==> config.mk <==
export PLATFORM = sky130hd
export DESIGN_NAME = pmf_fault_supervisor
export DESIGN_NICKNAME = d
export VERILOG_FILES = /design/src/pkg/pmf_pkg.sv /design/src/pkg/pmf_timer_if.sv /design/src/rtl/pmf_delay_timer.sv /design/src/rtl/pmf_fault_supervisor.sv /design/src/rtl/pmf_vout_compare.sv
export VERILOG_INCLUDE_DIRS = /design/src /design/src/pkg
export SDC_FILE = /design/constraint.sdc
export NUM_CORES = 1
export LEC_CHECK = 0
export BUFFER_PORTS_ARGS = -buffer_cell sky130_fd_sc_hd__buf_2
export CAP_MARGIN = 20
export CORE_ASPECT_RATIO = 1.4
export CORE_MARGIN = 3
export CORE_UTILIZATION = 30
export DETAILED_ROUTE_END_ITERATION = 7
export GPL_TIMING_DRIVEN = 1
export PLACE_DENSITY_LB_ADDON = 0.3
export SLEW_MARGIN = 40
export SYNTH_ARGS = -nofsm -noshare
export SYNTH_HDL_FRONTEND = slang
export SYNTH_SLANG_ARGS = --single-unit
==> constraint.sdc <==
create_clock -name clk_sys -period 11.8 [get_ports clk_sys]
set_input_delay 0.59 -clock clk_sys [delete_from_list [all_inputs] [get_ports clk_sys]]
set_output_delay 0.59 -clock clk_sys [all_outputs]
set_load 0.02 [all_outputs]
==> src/pkg/pmf_defs.svh <==
// Constants of the output-voltage fault supervisor: command codes,
// reset values, field positions and timing counts.
// Assumes inclusion by bare name from any design file.
`ifndef PMF_DEFS_SVH
`define PMF_DEFS_SVH

// ----------------------------------------
// Command codes
// ----------------------------------------
`define PMF_CODE_OV_WARN     8'h42
`define PMF_CODE_UV_WARN     8'h43
`define PMF_CODE_UV_FAULT    8'h44
`define PMF_CODE_UV_RESPONSE 8'h45
`define PMF_CODE_TIME_UNIT   8'hD2

// ----------------------------------------
// Reset values
// ----------------------------------------
`define PMF_RST_OV_WARN     16'hFFFF
`define PMF_RST_UV_WARN     16'h0000
`define PMF_RST_UV_FAULT    16'h0000
`define PMF_RST_UV_RESPONSE 8'h80
`define PMF_RST_TIME_UNIT   16'h0001

// ----------------------------------------
// Response byte fields
// ----------------------------------------
`define PMF_MODE_MSB  7
`define PMF_MODE_LSB  6
`define PMF_RETRY_MSB 5
`define PMF_RETRY_LSB 3
`define PMF_DELAY_MSB 2
`define PMF_DELAY_LSB 0
`define PMF_RETRY_NONE 3'h0
`define PMF_RETRY_CONT 3'h7

// ----------------------------------------
// Delay field decode, in time units
// ----------------------------------------
`define PMF_DLY_C0 8'h01
`define PMF_DLY_C1 8'h02
`define PMF_DLY_C2 8'h04
`define PMF_DLY_C3 8'h10
`define PMF_DLY_C4 8'h01
`define PMF_DLY_C5 8'h20
`define PMF_DLY_C6 8'h40
`define PMF_DLY_C7 8'h80

// ----------------------------------------
// Timing: one time-unit step is 1 us
// ----------------------------------------
`define PMF_CLK_PERIOD_NS 20
`define PMF_UNIT_STEP_NS  1000
`define PMF_UNIT_STEP_CYCLES \
  ((`PMF_UNIT_STEP_NS + `PMF_CLK_PERIOD_NS - 1) / `PMF_CLK_PERIOD_NS)

`endif

==> src/pkg/pmf_pkg.sv <==
// Types of the output-voltage fault supervisor.
// Assumes the constants header is compiled alongside.
package pmf_pkg;

  // ----------------------------------------
  // Response modes
  // ----------------------------------------
  typedef enum logic [1:0]
  {
    MODE_IGNORE        = 2'b00,
    MODE_DELAY_RETRY   = 2'b01,
    MODE_DISABLE_RETRY = 2'b10,
    MODE_DISABLE_WHILE = 2'b11
  } pmf_mode_t;

  // ----------------------------------------
  // Supervisor states
  // ----------------------------------------
  typedef enum logic [2:0]
  {
    ST_OFF   = 3'b000,
    ST_RUN   = 3'b001,
    ST_CONT  = 3'b010,
    ST_WAIT  = 3'b011,
    ST_TRY   = 3'b100,
    ST_LATCH = 3'b101,
    ST_HOLD  = 3'b110
  } pmf_state_t;

endpackage

==> src/pkg/pmf_timer_if.sv <==
// Request and completion signals between supervisor and delay timer.
// Assumes both ends run on clk_sys.
`timescale 1ns/100ps
interface pmf_timer_if;
  logic        start;
  logic [2:0]  code;
  logic [15:0] unit;
  logic        busy;
  logic        done;

  modport ctl (output start, code, unit, input busy, done);
  modport tmr (input start, code, unit, output busy, done);
endinterface

==> src/rtl/pmf_delay_timer.sv <==
// Delay timer: counts decoded delay field times the time-unit setting.
// Assumes a 1 us step derived from clk_sys; start reloads at any time.
`timescale 1ns/100ps
`include "pmf_defs.svh"
module pmf_delay_timer
  import pmf_pkg::*;
#(
  parameter int STEP_CYCLES = `PMF_UNIT_STEP_CYCLES
)
(
  // Clock and reset
  input  wire logic clk_sys,
  input  wire logic reset,
  // Supervisor side
  pmf_timer_if.tmr  tif
);

  localparam int PRE_W = 8;

  // Refuse steps the prescaler cannot count
  if (STEP_CYCLES < 1 || STEP_CYCLES >= (1 << PRE_W))
  begin
    $error("pmf_delay_timer: STEP_CYCLES out of range");
  end

  // ----------------------------------------
  // Delay field decode
  // ----------------------------------------
  localparam logic [7:0] DLY_LUT [8] = '{`PMF_DLY_C0, `PMF_DLY_C1, `PMF_DLY_C2,
    `PMF_DLY_C3, `PMF_DLY_C4, `PMF_DLY_C5, `PMF_DLY_C6, `PMF_DLY_C7};

  logic [PRE_W-1:0] pre_reg;
  logic [15:0]      step_reg;
  logic [7:0]       left_reg;
  logic             busy_reg;

  wire logic [7:0]  dly_units = DLY_LUT[tif.code];
  wire logic [15:0] unit_eff  = (tif.unit == 16'h0000) ? 16'h0001 : tif.unit;
  wire logic        step_tick = busy_reg && (pre_reg == PRE_W'(STEP_CYCLES - 1));
  wire logic        unit_tick = step_tick && (step_reg == unit_eff - 16'h0001);
  wire logic        last_unit = unit_tick && (left_reg == 8'h01);

  // ----------------------------------------
  // Counters
  // ----------------------------------------
  always_ff @(posedge clk_sys)
  begin
    if (reset || tif.start)
    begin
      pre_reg  <= '0;
      step_reg <= '0;
    end
    else if (busy_reg)
    begin
      pre_reg  <= step_tick ? '0 : pre_reg + PRE_W'(1);
      step_reg <= unit_tick ? '0 : (step_tick ? step_reg + 16'h0001 : step_reg);
    end
  end

  always_ff @(posedge clk_sys)
  begin
    if (reset)
    begin
      left_reg <= 8'h00;
      busy_reg <= 1'b0;
    end
    else
    begin
      left_reg <= tif.start ? dly_units : (unit_tick ? left_reg - 8'h01 : left_reg);
      busy_reg <= tif.start || (busy_reg && !last_unit);
    end
  end

  assign tif.busy = busy_reg;
  // Done in the last counted cycle, so the next start is one delay later
  assign tif.done = last_unit;

endmodule

==> src/rtl/pmf_fault_supervisor.sv <==
// Output-voltage fault supervisor: limit registers, comparison and
// the programmed under-voltage fault response with retries.
// Assumes command writes and reads arrive already decoded from the
// management bus, and the measurement is synchronous to clk_sys.
//
// Behaviour
// - Retry codes 100, 101, 110 give 4, 5, 6 restart attempts, then the output stays off until cleared.
// - Retry code 111 retries without limit until commanded off, bias is lost or another fault shuts down.
// - Successive restart attempts start one delay interval apart, the delay field times the time unit.
// - The delay field decodes to 1, 2, 4, 16, 32, 64, 128 units for 0, 1, 2, 3, 5, 6, 7; 4 decodes to 1 unit.
// - The decoded delay is the keep-running time in delayed mode and the restart spacing in modes 01 and 10.
// - One delay time unit is taken from the time-unit register at code 0xD2.
// - A 16-bit unsigned over-voltage warning limit sits at code 0x42.
// - A 16-bit unsigned under-voltage warning limit sits at code 0x43.
// - A 16-bit unsigned under-voltage fault limit in output-voltage format sits at code 0x44.
// - The under-voltage fault response byte sits at code 0x45 and steers the reaction to that fault.
// - Mode 00 ignores, 01 runs for the delay then retries, 10 disables and retries, 11 disables while present.
// - Retry code 000 makes no attempt and holds the output off; 001 to 011 give one to three attempts.
`timescale 1ns/100ps
`include "pmf_defs.svh"
module pmf_fault_supervisor
  import pmf_pkg::*;
#(
  parameter int STEP_CYCLES = `PMF_UNIT_STEP_CYCLES
)
(
  // Clock and reset
  input  wire logic        clk_sys,
  input  wire logic        reset,
  // Command register port
  input  wire logic        reg_wr_en,
  input  wire logic        reg_rd_en,
  input  wire logic [7:0]  reg_code,
  input  wire logic [15:0] reg_wdata,
  output logic [15:0]      reg_rdata,
  output logic             reg_hit,
  // On/off control and supply state
  input  wire logic        ctrl_pin,
  input  wire logic        op_on,
  input  wire logic        bias_ok,
  input  wire logic        other_fault_off,
  input  wire logic        fault_clear,
  // Measurement
  input  wire logic [15:0] vout_meas,
  // Output control and status
  output logic             vout_enable,
  output logic             ov_warn,
  output logic             uv_warn,
  output logic             uv_fault,
  output logic             fault_off,
  output logic             retry_active,
  output logic [2:0]       attempt_count
);

  // ----------------------------------------
  // Registers
  // ----------------------------------------
  logic [15:0] ov_warn_lim_reg;
  logic [15:0] uv_warn_lim_reg;
  logic [15:0] uv_fault_lim_reg;
  logic [7:0]  uv_resp_reg;
  logic [15:0] time_unit_reg;

  wire logic hit_ov_warn  = reg_code == `PMF_CODE_OV_WARN;
  wire logic hit_uv_warn  = reg_code == `PMF_CODE_UV_WARN;
  wire logic hit_uv_fault = reg_code == `PMF_CODE_UV_FAULT;
  wire logic hit_uv_resp  = reg_code == `PMF_CODE_UV_RESPONSE;
  wire logic hit_unit     = reg_code == `PMF_CODE_TIME_UNIT;
  wire logic hit_any      = hit_ov_warn | hit_uv_warn | hit_uv_fault
                          | hit_uv_resp | hit_unit;

  always_ff @(posedge clk_sys)
  begin
    if (reset)
    begin
      ov_warn_lim_reg  <= `PMF_RST_OV_WARN;
      uv_warn_lim_reg  <= `PMF_RST_UV_WARN;
      uv_fault_lim_reg <= `PMF_RST_UV_FAULT;
      uv_resp_reg      <= `PMF_RST_UV_RESPONSE;
      time_unit_reg    <= `PMF_RST_TIME_UNIT;
    end
    else if (reg_wr_en)
    begin
      if (hit_ov_warn)
        ov_warn_lim_reg <= reg_wdata;
      if (hit_uv_warn)
        uv_warn_lim_reg <= reg_wdata;
      if (hit_uv_fault)
        uv_fault_lim_reg <= reg_wdata;
      if (hit_uv_resp)
        uv_resp_reg <= reg_wdata[7:0];
      if (hit_unit)
        time_unit_reg <= reg_wdata;
    end
  end

  // ----------------------------------------
  // Read path
  // ----------------------------------------
  wire logic [15:0] rd_mux =
      hit_ov_warn  ? ov_warn_lim_reg  :
      hit_uv_warn  ? uv_warn_lim_reg  :
      hit_uv_fault ? uv_fault_lim_reg :
      hit_uv_resp  ? {8'h00, uv_resp_reg} :
      hit_unit     ? time_unit_reg    : 16'h0000;

  always_ff @(posedge clk_sys)
  begin
    if (reset)
    begin
      reg_rdata <= 16'h0000;
      reg_hit   <= 1'b0;
    end
    else if (reg_rd_en)
    begin
      reg_rdata <= rd_mux;
      reg_hit   <= hit_any;
    end
  end

  // ----------------------------------------
  // Control pin synchroniser
  // ----------------------------------------
  logic ctrl_meta_reg;
  logic ctrl_sync_reg;

  always_ff @(posedge clk_sys)
  begin
    if (reset)
    begin
      ctrl_meta_reg <= 1'b0;
      ctrl_sync_reg <= 1'b0;
    end
    else
    begin
      ctrl_meta_reg <= ctrl_pin;
      ctrl_sync_reg <= ctrl_meta_reg;
    end
  end

  // ----------------------------------------
  // Comparators and delay timer
  // ----------------------------------------
  logic uv_fault_now;

  pmf_vout_compare u_compare
  (
    .clk_sys      (clk_sys),
    .reset        (reset),
    .vout_meas    (vout_meas),
    .ov_warn_lim  (ov_warn_lim_reg),
    .uv_warn_lim  (uv_warn_lim_reg),
    .uv_fault_lim (uv_fault_lim_reg),
    .ov_warn      (ov_warn),
    .uv_warn      (uv_warn),
    .uv_fault     (uv_fault_now)
  );

  assign uv_fault = uv_fault_now;

  pmf_timer_if tif ();

  pmf_delay_timer #(.STEP_CYCLES (STEP_CYCLES)) u_timer
  (
    .clk_sys (clk_sys),
    .reset   (reset),
    .tif     (tif.tmr)
  );

  // ----------------------------------------
  // Response decode
  // ----------------------------------------
  wire pmf_mode_t  resp_mode = pmf_mode_t'(uv_resp_reg[`PMF_MODE_MSB:`PMF_MODE_LSB]);
  wire logic [2:0] retry_lim = uv_resp_reg[`PMF_RETRY_MSB:`PMF_RETRY_LSB];
  wire logic       retry_cont = retry_lim == `PMF_RETRY_CONT;
  wire logic       no_retry   = retry_lim == `PMF_RETRY_NONE;

  // Any off command, lost bias or foreign shutdown ends every sequence
  wire logic run_cmd = ctrl_sync_reg && op_on && bias_ok && !other_fault_off;

  pmf_state_t state_reg;
  pmf_state_t state_next;
  logic [2:0] att_reg;
  logic [2:0] att_next;
  logic       tstart;

  wire logic [2:0] att_inc  = (att_reg == 3'h7) ? 3'h7 : att_reg + 3'h1;
  wire logic       try_more = retry_cont || (att_reg < retry_lim);

  assign tif.start = tstart;
  assign tif.code  = uv_resp_reg[`PMF_DELAY_MSB:`PMF_DELAY_LSB];
  assign tif.unit  = time_unit_reg;

  // ----------------------------------------
  // Fault response sequencer
  // ----------------------------------------
  always_comb
  begin
    state_next = state_reg;
    att_next   = att_reg;
    tstart     = 1'b0;
    unique case (state_reg)
      ST_OFF:
        if (run_cmd)
        begin
          state_next = ST_RUN;
          att_next   = 3'h0;
        end
      ST_RUN:
        if (uv_fault_now)
        begin
          unique case (resp_mode)
            MODE_IGNORE: ;
            MODE_DELAY_RETRY:
            begin
              state_next = ST_CONT;
              tstart     = 1'b1;
            end
            MODE_DISABLE_RETRY:
            begin
              state_next = no_retry ? ST_LATCH : ST_WAIT;
              tstart     = !no_retry;
              att_next   = 3'h0;
            end
            MODE_DISABLE_WHILE:
              state_next = ST_HOLD;
          endcase
        end
      ST_CONT:
        if (!uv_fault_now)
          state_next = ST_RUN;
        else if (tif.done)
        begin
          state_next = no_retry ? ST_LATCH : ST_WAIT;
          tstart     = !no_retry;
          att_next   = 3'h0;
        end
      ST_WAIT:
        if (tif.done)
        begin
          state_next = ST_TRY;
          att_next   = att_inc;
          tstart     = 1'b1;
        end
      ST_TRY:
        if (tif.done)
        begin
          if (!uv_fault_now)
          begin
            state_next = ST_RUN;
            att_next   = 3'h0;
          end
          else if (try_more)
          begin
            att_next = att_inc;
            tstart   = 1'b1;
          end
          else
            state_next = ST_LATCH;
        end
      ST_LATCH:
        if (fault_clear)
        begin
          state_next = ST_RUN;
          att_next   = 3'h0;
        end
      ST_HOLD:
        if (!uv_fault_now)
          state_next = ST_RUN;
      default:
        state_next = ST_OFF;
    endcase
    if (!run_cmd)
    begin
      state_next = ST_OFF;
      att_next   = 3'h0;
      tstart     = 1'b0;
    end
  end

  wire logic en_next = (state_next == ST_RUN) || (state_next == ST_CONT)
                    || (state_next == ST_TRY);

  always_ff @(posedge clk_sys)
  begin
    if (reset)
    begin
      state_reg     <= ST_OFF;
      att_reg       <= 3'h0;
      vout_enable   <= 1'b0;
      fault_off     <= 1'b0;
      retry_active  <= 1'b0;
      attempt_count <= 3'h0;
    end
    else
    begin
      state_reg     <= state_next;
      att_reg       <= att_next;
      vout_enable   <= en_next;
      fault_off     <= state_next == ST_LATCH;
      retry_active  <= (state_next == ST_WAIT) || (state_next == ST_TRY);
      attempt_count <= att_next;
    end
  end

endmodule

==> src/rtl/pmf_vout_compare.sv <==
// Output voltage comparators against the programmed limits.
// Assumes the measurement is a synchronous word on clk_sys.
`timescale 1ns/100ps
module pmf_vout_compare
(
  // Clock and reset
  input  wire logic        clk_sys,
  input  wire logic        reset,
  // Measurement and limits
  input  wire logic [15:0] vout_meas,
  input  wire logic [15:0] ov_warn_lim,
  input  wire logic [15:0] uv_warn_lim,
  input  wire logic [15:0] uv_fault_lim,
  // Flags
  output logic             ov_warn,
  output logic             uv_warn,
  output logic             uv_fault
);

  wire logic ov_warn_hit  = vout_meas > ov_warn_lim;
  wire logic uv_warn_hit  = vout_meas < uv_warn_lim;
  wire logic uv_fault_hit = vout_meas < uv_fault_lim;

  always_ff @(posedge clk_sys)
  begin
    if (reset)
    begin
      ov_warn  <= 1'b0;
      uv_warn  <= 1'b0;
      uv_fault <= 1'b0;
    end
    else
    begin
      ov_warn  <= ov_warn_hit;
      uv_warn  <= uv_warn_hit;
      uv_fault <= uv_fault_hit;
    end
  end

endmodule

==> run_results.csv, run 1 <==
group,metric,value,unit
place,detailedPlacementHpwl,16720,um
yosys,synth_edf_count,0,
setup_path,crit_required,12.15,ns
drt,drt-total-wl,22390,um
hold_path,hold_end,"ctrl_meta_reg",
setup_path,cp.arrival,4.65,ns
setup_path,criticalPathCategory,"flip-flop to flip-flop",
yosys,async_flop_share,0,%
global_routing,grt_pass1_vias,6957,
clocking,clk_pin_slew,0.06,ns
hold_path,hold_depth,2,
clocking,post-cts-setup-buffers,0,
yosys,synth_ff_type,"dfxtp_1",
setup_path,rr_endpoint,"retry_active",
clocking,clk_latency,0.43,ns
setup_path,timing.rr.start,"tif.unit[4]",
sta,setup_viol,0,
layout,fin_cells,1414,
sta,fmax,232.9,MHz
setup_path,cp_max_fo,9,
place,dp.cells,1383,
clocking,cts_buffers,17,
sta,finalHoldViolCount,0,
yosys,synth_nets,1107,
drt,vias_per_cell,5.020,
sta,fin_skew,0.01012,ns
layout,layout_common_cells,"dfxtp_1, nand2_1, nor2_1, buf_2, a21oi_1",
drt,drt_first_pass_iters,4,
setup_path,r2r_cells,13,
power_and_ir_drop,static-leakage-power,3.994,nW
run,max-cap-violations,0,
yosys,synth_area_per_cell,8.123,um^2
global_routing,grt_max_degree,69,
sta,slew_headroom,44.77,%
setup_path,rrSetupSlack,7.51,ns
die,fp.dieH,200.6,um
drt,final_antenna_net_count,0,
yosys,yosysWarnings,0,
die,die_area,29090,um^2
global_routing,groute.usage.overall,15.48,%
drt,wire_per_inst,15.83,um
place,globalplace.congestion,0.8358,
clocking,cts_hold_buf,0,
layout,antennaDiodeCount,0,
layout,nFillCells,2768,
sta,fin_setup_tns,0,ns
layout,syn_to_final_growth,15.74,%
global_routing,antenna_found_initial,1,
sta,maxSlewViolCount,0,
place,io_buffer_count,74,
global_routing,overflow,0,
hold_path,min_path_type,"primary input to flip-flop",
outcome,status,"completed",
clocking,cts_tree,"done",
sta,period_minus_slack,4.293,ns
die,boundaryPins,75,
clocking,cts_max_path_buffers,2,
setup_path,cp-start-kind,"flip-flop",
setup_path,end_kind,"flip-flop",
yosys,synth_cells,999,
drt,drc,0,
yosys,ys_ff_latch,136,
drt,drtIter0Drc,379,
die,rows,70,
yosys,ys_seq_area_share,33.55,%
die,coreArea,26360,um^2
die,start_util,30.78,%
clocking,clock_sinks,136,
clocking,cts_root_buf,"clkbuf_16",
layout,layout-drive-gt1-share,12.43,%
yosys,synth_cell_types,71,
clocking,htreeDepth,4,
die,die_w,145.0,um
clocking,cts_resized,0,
sta,period_share,36.38,%
layout,final_common_cell,"dfxtp_1",
sta,rsz0062_at_grt,"false",
global_routing,grt_first_pass_wirelength,36940,um
drt,via_count,7098,
power_and_ir_drop,powerDensity,118.8,nW/um^2
power_and_ir_drop,ir_drop,0.0001001,V
sta,worst_pin_slew,0.8284,ns
layout,final_nets,1150,
yosys,syn_area,8115,um^2
hold_path,hold_start,"ctrl_pin",
[where the power goes]
group	total [mW]	internal [mW]	switching (mW)
Combinational	0.0604	0.0227	0.0377
Clock	0.591	0.380	0.211
Sequential	0.464	0.462	0.00217
Total	1.12	0.865	0.251
[metrics by stage]
stage	utilization (%)	instance area (um^2)	hold slack [ns]	total power [mW]	worst slack, ns
4_1_cts	35.63	9393	0.3610	1.132	7.497
3_3_place_gp	33.19	8750	0.4179	0.5347	7.660
5_1_grt	35.63	9393	0.3775	1.153	7.065
3_5_place_dp	33.19	8750	0.4239	0.5353	7.561
6_report	35.63	9393	0.3754	1.116	7.507
2_1_floorplan	-	8115	0.4138	0.5065	8.037
[cells in the mapped netlist, drive strengths merged (18+ instances only)]
library cell | count | area [um^2]
nand2b | 28 | 175.2
nor2 | 91 | 341.6
nand3 | 18 | 95.09
nand3b | 20 | 150.1
xor2 | 21 | 183.9
ha | 59 | 738.2
nand2 | 135 | 506.7
dfxtp | 136 | 2723
a21oi | 70 | 354.1
clkbuf | 47 | 176.4
inv | 62 | 232.7
o21ai | 32 | 160.2
xnor2 | 21 | 183.9
a21o | 25 | 187.7
mux2i | 38 | 392.9
[how the worst max path moves through the flow]
stage / start / endpoint / slack, ns / cells past startpoint
global route: tif.unit[4] / retry_active / 7.07 / 13
floorplan: tif.unit[8] / retry_active / 8.04 / 15
global placement: tif.unit[4] / retry_active / 7.66 / 13
detailed placement: tif.unit[4] / retry_active / 7.56 / 13
finish: tif.unit[4] / retry_active / 7.51 / 13
CTS: tif.unit[4] / retry_active / 7.50 / 13
[critical path, stage by stage, from the launching register on]
cell       delay, ns
dfxtp_1         0.40
nor4_2          0.58
and4_1          0.35
a21oi_1         0.13
ha_1            0.33
xor2_1          0.14
o21ai_0         0.09
nor4_1          0.32
and4_1          0.26
o2111ai_2       0.22
or3_1           0.55
mux2i_4         0.26
or4_1           0.43
a21oi_1         0.14
[layout make-up]
type	count	area (um^2)	share of cell area, %
flip-flops and latches	136	2723	28.99
clock buffers	20	446.7	4.756
well taps	360	450.4	4.796
repair buffers	78	400.4	4.263
clock inverters	11	196.4	2.091
multi-input cells	747	4943	52.63
inverters	62	232.7	2.478
[metal layers]
metal	GRT usage, %	routed length, um	vias to the layer above
li1	-	-	3571
met1	18.08	9684	3374
met2	27.37	11310	103
met3	2.575	535	48
met4	7.674	834	2
met5	0	20	-
[cells by family after synthesis]
logic type / after synthesis / synth area share (%)
AND/OR/NAND/NOR: 394 / 24.76
AO/OA/AOI/OAI: 214 / 17.53
flip-flops: 136 / 33.55
buffers and inverters: 116 / 5.689
adder cells (fa/ha/maj): 59 / 9.097
XOR/XNOR: 42 / 4.533
multiplexers: 38 / 4.841
(Power assumes the default switching activity.)
==> run 2, diff against run 1 <==
--- a/config.mk
+++ b/config.mk
@@ -6,6 +6,7 @@
 export SDC_FILE = /design/constraint.sdc
 export NUM_CORES = 1
 export LEC_CHECK = 0
+export ABC_AREA = 1
 export BUFFER_PORTS_ARGS = -buffer_cell sky130_fd_sc_hd__buf_2
 export CAP_MARGIN = 20
 export CORE_ASPECT_RATIO = 1.4
==> constraint.sdc (replaced) <==
create_clock -name clk_sys -period 3.9 [get_ports clk_sys]
set_input_delay 0.195 -clock clk_sys [delete_from_list [all_inputs] [get_ports clk_sys]]
set_output_delay 0.195 -clock clk_sys [all_outputs]
set_load 0.02 [all_outputs]
==> run_results.csv, run 2 <==
group,metric,value,unit
outcome,status,"completed",
setup_path,crit_required,4.21,ns
yosys,synth_nets,1254,
yosys,async_flop_share,0,%
sta,slew_headroom,36.70,%
layout,final_common_cell,"nand2_1",
hold_path,min_path_type,"primary input to flip-flop",
die,die_area,28670,um^2
die,coreArea,26190,um^2
layout,fin_cells,1547,
setup_path,cp-start-kind,"flip-flop",
power_and_ir_drop,powerDensity,350.4,nW/um^2
layout,final_nets,1318,
clocking,cts_resized,0,
yosys,syn_area,7995,um^2
yosys,synth_cell_types,48,
yosys,synth-simple-area-share,24.52,%
setup_path,critPathBufInv,2,
clocking,cts_tree,"done",
drt,final_antenna_net_count,0,
yosys,synth_cells,1146,
yosys,muxShareOfSynthArea,0,%
sta,fin_skew,0.008812,ns
clocking,cts_root_buf,"clkbuf_16",
drt,vias_per_cell,5.030,
layout,final_area,9301,um^2
yosys,yosysWarnings,0,
place,dp.cells,1514,
yosys,synth_edf_count,0,
clocking,clk_latency,0.43,ns
power_and_ir_drop,static-leakage-power,4.002,nW
setup_path,end_kind,"flip-flop",
clocking,post-cts-setup-buffers,0,
sta,rsz0062_at_grt,"false",
layout,layout-drive-gt1-share,12.26,%
layout,seq_area,2723,um^2
die,fp.dieH,199.2,um
sta,finalHoldViolCount,0,
sta,fin_setup_tns,0,ns
drt,via_count,7781,
setup_path,cpMostUsedCell,"nand2_1",
yosys,netlist.area_leader.share,34.05,%
layout,layout_common_cells,"nand2_1, inv_1, a21oi_1, dfxtp_1, o21ai_0",
layout,multi_input_area,4533,um^2
clocking,clk_pin_slew,0.06,ns
global_routing,grt_max_degree,48,
drt,wire_per_inst,14.98,um
die,start_util,30.53,%
yosys,ys_seq_area_share,34.05,%
yosys,yosysTopAreaCell,"dfxtp_1",
setup_path,critPathMaxStageDelay,0.45,ns
yosys,synth_area_per_cell,6.977,um^2
drt,drt-total-wl,23170,um
clocking,cts_max_path_buffers,2,
run,max-cap-violations,0,
sta,maxSlewViolCount,0,
layout,syn_to_final_growth,16.34,%
drt,drt_first_pass_iters,5,
yosys,synth_top_family_by_area,"simple AND/OR/NAND/NOR gates",
yosys,synth.most_common_cell,"nand2_1",
clocking,htreeDepth,4,
sta,period_minus_slack,3.405,ns
yosys,synthXorXnorAreaFrac,2.629,%
yosys,synth_ff_type,"dfxtp_1",
setup_path,cp_max_fo,22,
drt,drtIter0Drc,376,
setup_path,cp.arrival,3.72,ns
layout,final_util,35.52,%
global_routing,grt_first_pass_wirelength,38410,um
place,globalplace.congestion,0.9214,
clocking,cts_buffers,17,
sta,period_share,87.31,%
yosys,synth_compound_area_share,20.25,%
place,detailedPlacementHpwl,17930,um
clocking,cts_hold_buf,1,
clocking,clock_sinks,136,
setup_path,critical_path.slowest_cell,"dfxtp_1",
place,io_buffer_count,74,
layout,antennaDiodeCount,0,
die,die_w,144.0,um
drt,drc,0,
power_and_ir_drop,ir_drop,0.0002704,V
global_routing,grt_pass1_vias,7712,
yosys,synthAdderAreaFrac,9.233,%
global_routing,groute.usage.overall,16.77,%
sta,worst_pin_slew,0.9256,ns
die,rows,70,
setup_path,criticalPathCategory,"flip-flop to flip-flop",
yosys,synthTopCellsByCount,"nand2_1, a21oi_1, inv_1, dfxtp_1, o21ai_0",
power_and_ir_drop,power,3.259,mW
sta,setup_viol,0,
yosys,synth_area_leaders,"dfxtp_1, nand2_1, a21oi_1",
die,boundaryPins,75,
setup_path,crit_family,"simple AND/OR/NAND/NOR gates",
global_routing,antenna_found_initial,0,
layout,nFillCells,2753,
yosys,ys_ff_latch,136,
global_routing,overflow,0,
place,postPlaceCellArea,8682,um^2
sta,fmax,293.7,MHz
==> run 2: per-layer routing <==
layer	wire [um]	up-vias	part of all wire [%]	global-route usage, %
li1	-	3959	-	-
met3	827	49	3.6	3.232
met2	11740	159	51	29.55
met1	9829	3614	42	19.33
met5	0	-	0	0
met4	775	0	3.3	7.955
==> run 2: final cells by class <==
| type | count | share of cell area (%) |
|---|---|---|
| clock inverter | 11 | 1.574 |
| tap | 324 | 4.358 |
| multi-input combinational | 816 | 48.74 |
| clock buffer | 21 | 4.950 |
| timing repair buffer | 85 | 4.896 |
| inverter | 154 | 6.215 |
| sequential | 136 | 29.27 |
==> run 2: worst min-delay path, delay by kind of cell <==
kind            cells  cell delay (ns)
compound gates      2             0.13
buf+inv             1             0.12
==> run 2: report_power, final <==
group / switching, mW / leakage (nW) / internal, mW
combinational: 0.117 / 2.61 / 0.0614
clock: 0.644 / 0.293 / 1.04
sequential: 0.00345 / 1.10 / 1.39
total: 0.764 / 4.00 / 2.49
==> run 2: logic make-up (layout without fill, tap and decap cells) <==
logic type | count (synthesis) | in the layout
flip-flops | 136 | 136
buffers and inverters | 194 | 271
XOR/XNOR | 24 | 24
AO/OA/AOI/OAI | 300 | 300
adder cells (fa/ha/maj) | 59 | 59
AND/OR/NAND/NOR | 433 | 433
==> run 2: worst paths after layout <==
path	from	to	slack, ns	depth (start not counted)
worst max register to register	tif.unit[4]	u_timer.step_reg[8]	0.49	25
worst min-delay path	reg_wdata[11]	ov_warn_lim_reg[11]	0.04	3
worst max-delay path	tif.unit[4]	u_timer.step_reg[8]	0.49	25
worst min register to register	ctrl_meta_reg	ctrl_sync_reg	0.41	2
==> run 2: per-stage QoR <==
stage | hold slack, ns | worst slack [ns]
after floorplan | 0.3020 | 1.070
after global placement | 0.3941 | 0.5684
after detailed placement | 0.4004 | 0.4982
after CTS | 0.02244 | 0.4805
after global routing | 0.06069 | 0.1132
final | 0.03860 | 0.4948
==> run 3, diff against run 2 <==
--- a/config.mk
+++ b/config.mk
@@ -6,10 +6,8 @@
 export SDC_FILE = /design/constraint.sdc
 export NUM_CORES = 1
 export LEC_CHECK = 0
-export ABC_AREA = 1
 export BUFFER_PORTS_ARGS = -buffer_cell sky130_fd_sc_hd__buf_2
 export CAP_MARGIN = 20
-export CORE_ASPECT_RATIO = 1.4
 export CORE_MARGIN = 3
 export CORE_UTILIZATION = 30
 export DETAILED_ROUTE_END_ITERATION = 7
==> run_results.csv, run 3 (synthesis gave the netlist of run 1 again) <==
group,metric,value,unit
outcome,status,"completed",
global_routing,grt_pass1_vias,6772,
drt,drc,0,
global_routing,groute.usage.overall,15.37,%
die,boundaryPins,75,
setup_path,cp-start-kind,"flip-flop",
die,start_util,30.79,%
clocking,cts_buffers,17,
sta,fin_ws,0.2181,ns
layout,syn_to_final_growth,17.19,%
layout,final_nets,1173,
sta,slew_headroom,48.96,%
hold_path,min_path_type,"primary input to flip-flop",
sta,rsz0062_at_grt,"false",
clocking,htreeDepth,4,
sta,fin_skew,0.009013,ns
layout,layout-drive-gt1-share,14.66,%
place,detailedPlacementHpwl,16520,um
place,place_ws,0.04283,ns
drt,wire_per_inst,15.45,um
die,die_w,170.5,um
setup_path,crit_required,4.25,ns
die,rows,59,
clocking,cts_tree,"done",
setup_path,cp_max_fo,7,
drt,drt-total-wl,21840,um
clocking,clk_pin_slew,0.06,ns
sta,worst_pin_slew,0.7635,ns
die,die_area,29060,um^2
sta,setup_viol,0,
global_routing,grt_max_degree,35,
power_and_ir_drop,static-leakage-power,4.079,nW
power_and_ir_drop,ir_drop,0.0002406,V
layout,final_area,9510,um^2
sta,fin_setup_tns,0,ns
drt,drtIter0Drc,548,
sta,finalHoldViolCount,0,
drt,drt_first_pass_iters,5,
global_routing,grt_first_pass_wirelength,35910,um
clocking,cts_max_path_buffers,2,
global_routing,overflow,0,
sta,period_share,94.41,%
drt,final_antenna_net_count,0,
setup_path,cp.arrival,4.03,ns
clocking,cts_root_buf,"clkbuf_16",
sta,period_minus_slack,3.682,ns
place,dp.cells,1379,
power_and_ir_drop,powerDensity,334.1,nW/um^2
global_routing,antenna_found_initial,0,
layout,fin_cells,1414,
clocking,clk_latency,0.42,ns
drt,vias_per_cell,5.023,
layout,layout_common_cells,"nand2_1, dfxtp_1, nor2_1, buf_2, a21oi_1",
clocking,clock_sinks,136,
sta,maxSlewViolCount,0,
drt,via_count,7103,
layout,nFillCells,2707,
place,postPlaceCellArea,8876,um^2
run,max-cap-violations,0,
setup_path,criticalPathCategory,"flip-flop to flip-flop",
setup_path,end_kind,"flip-flop",
place,io_buffer_count,74,
sta,fmax,271.6,MHz
die,fp.dieH,170.5,um
die,coreArea,26350,um^2
layout,final_util,36.09,%
place,globalplace.congestion,0.8251,
==> run 3: cell types whose count changed in the layout (fill, tap and decap cells not counted), sizes merged, moves of 21 or more <==
cell,previous run,this run
inv,153,64
nand2,213,135
nor3,28,7
a21o,3,25
nand2b,0,28
mux2i,0,38
o21ai,97,32
nand3,59,18
a21oi,150,70
==> run 3: final cells by class <==
class,count,area [um^2],area share (%)
antenna,1,2.502,0.02631
clock buffer,19,432.9,4.552
clock inverter,13,147.6,1.552
inverter,62,232.7,2.447
multi-input combinational,747,4976,52.32
sequential,136,2724,28.64
tap,335,419.2,4.407
timing repair buffer,101,575.6,6.052
==> run 3: critical path, stage by stage (launching register included) <==
cell and delay, ns:
dfxtp_1 0.32, nor4_2 0.29, and4_1 0.29, a21oi_1 0.12
ha_1 0.33, xor2_1 0.13, o21ai_0 0.09, nor4_1 0.30
and4_1 0.25, o2111ai_2 0.26, or3_4 0.47, mux2i_4 0.22
or4_1 0.42, a21oi_1 0.13
==> run 3: power breakdown <==
part	switching (mW)	total, mW	internal (mW)
combinational	0.113	0.184	0.0711
clock	0.643	1.59	0.947
sequential	0.00594	1.40	1.40
==> run 3: layer usage <==
layer | wire length, um | up-vias | global-route usage (%)
met4 | 370 | 0 | 4.268
met5 | 0 | - | 0
li1 | - | 3618 | -
met3 | 926 | 29 | 3.089
met2 | 9903 | 175 | 24.74
met1 | 10640 | 3281 | 20.97
==> run 3: worst paths after layout <==
| path | start | cells after the start | slack, ns | to |
|---|---|---|---|---|
| max | tif.unit[4] | 13 | 0.22 | retry_active |
| min | reg_wdata[8] | 3 | 0.06 | ov_warn_lim_reg[8] |
| max reg2reg | tif.unit[4] | 13 | 0.22 | retry_active |
| min reg2reg | ctrl_meta_reg | 1 | 0.45 | ctrl_sync_reg |
==> run 3: repair_timing <==
item | in CTS | in global routing
setup buffers | 0 | 1
gates resized for setup | 0 | 7
endpoints found under the hold margin | 1 | 0
endpoints found under the setup margin | 0 | 21
hold buffers | 1 | 0
==> run 3: per-stage QoR <==
step	power (mW)	hold WS, ns
after CTS	3.216	0.04702
after detailed placement	1.618	0.4154
after global routing	3.297	0.05840
final	3.177	0.06445
after floorplan	1.533	0.3158
after global placement	1.616	0.4103
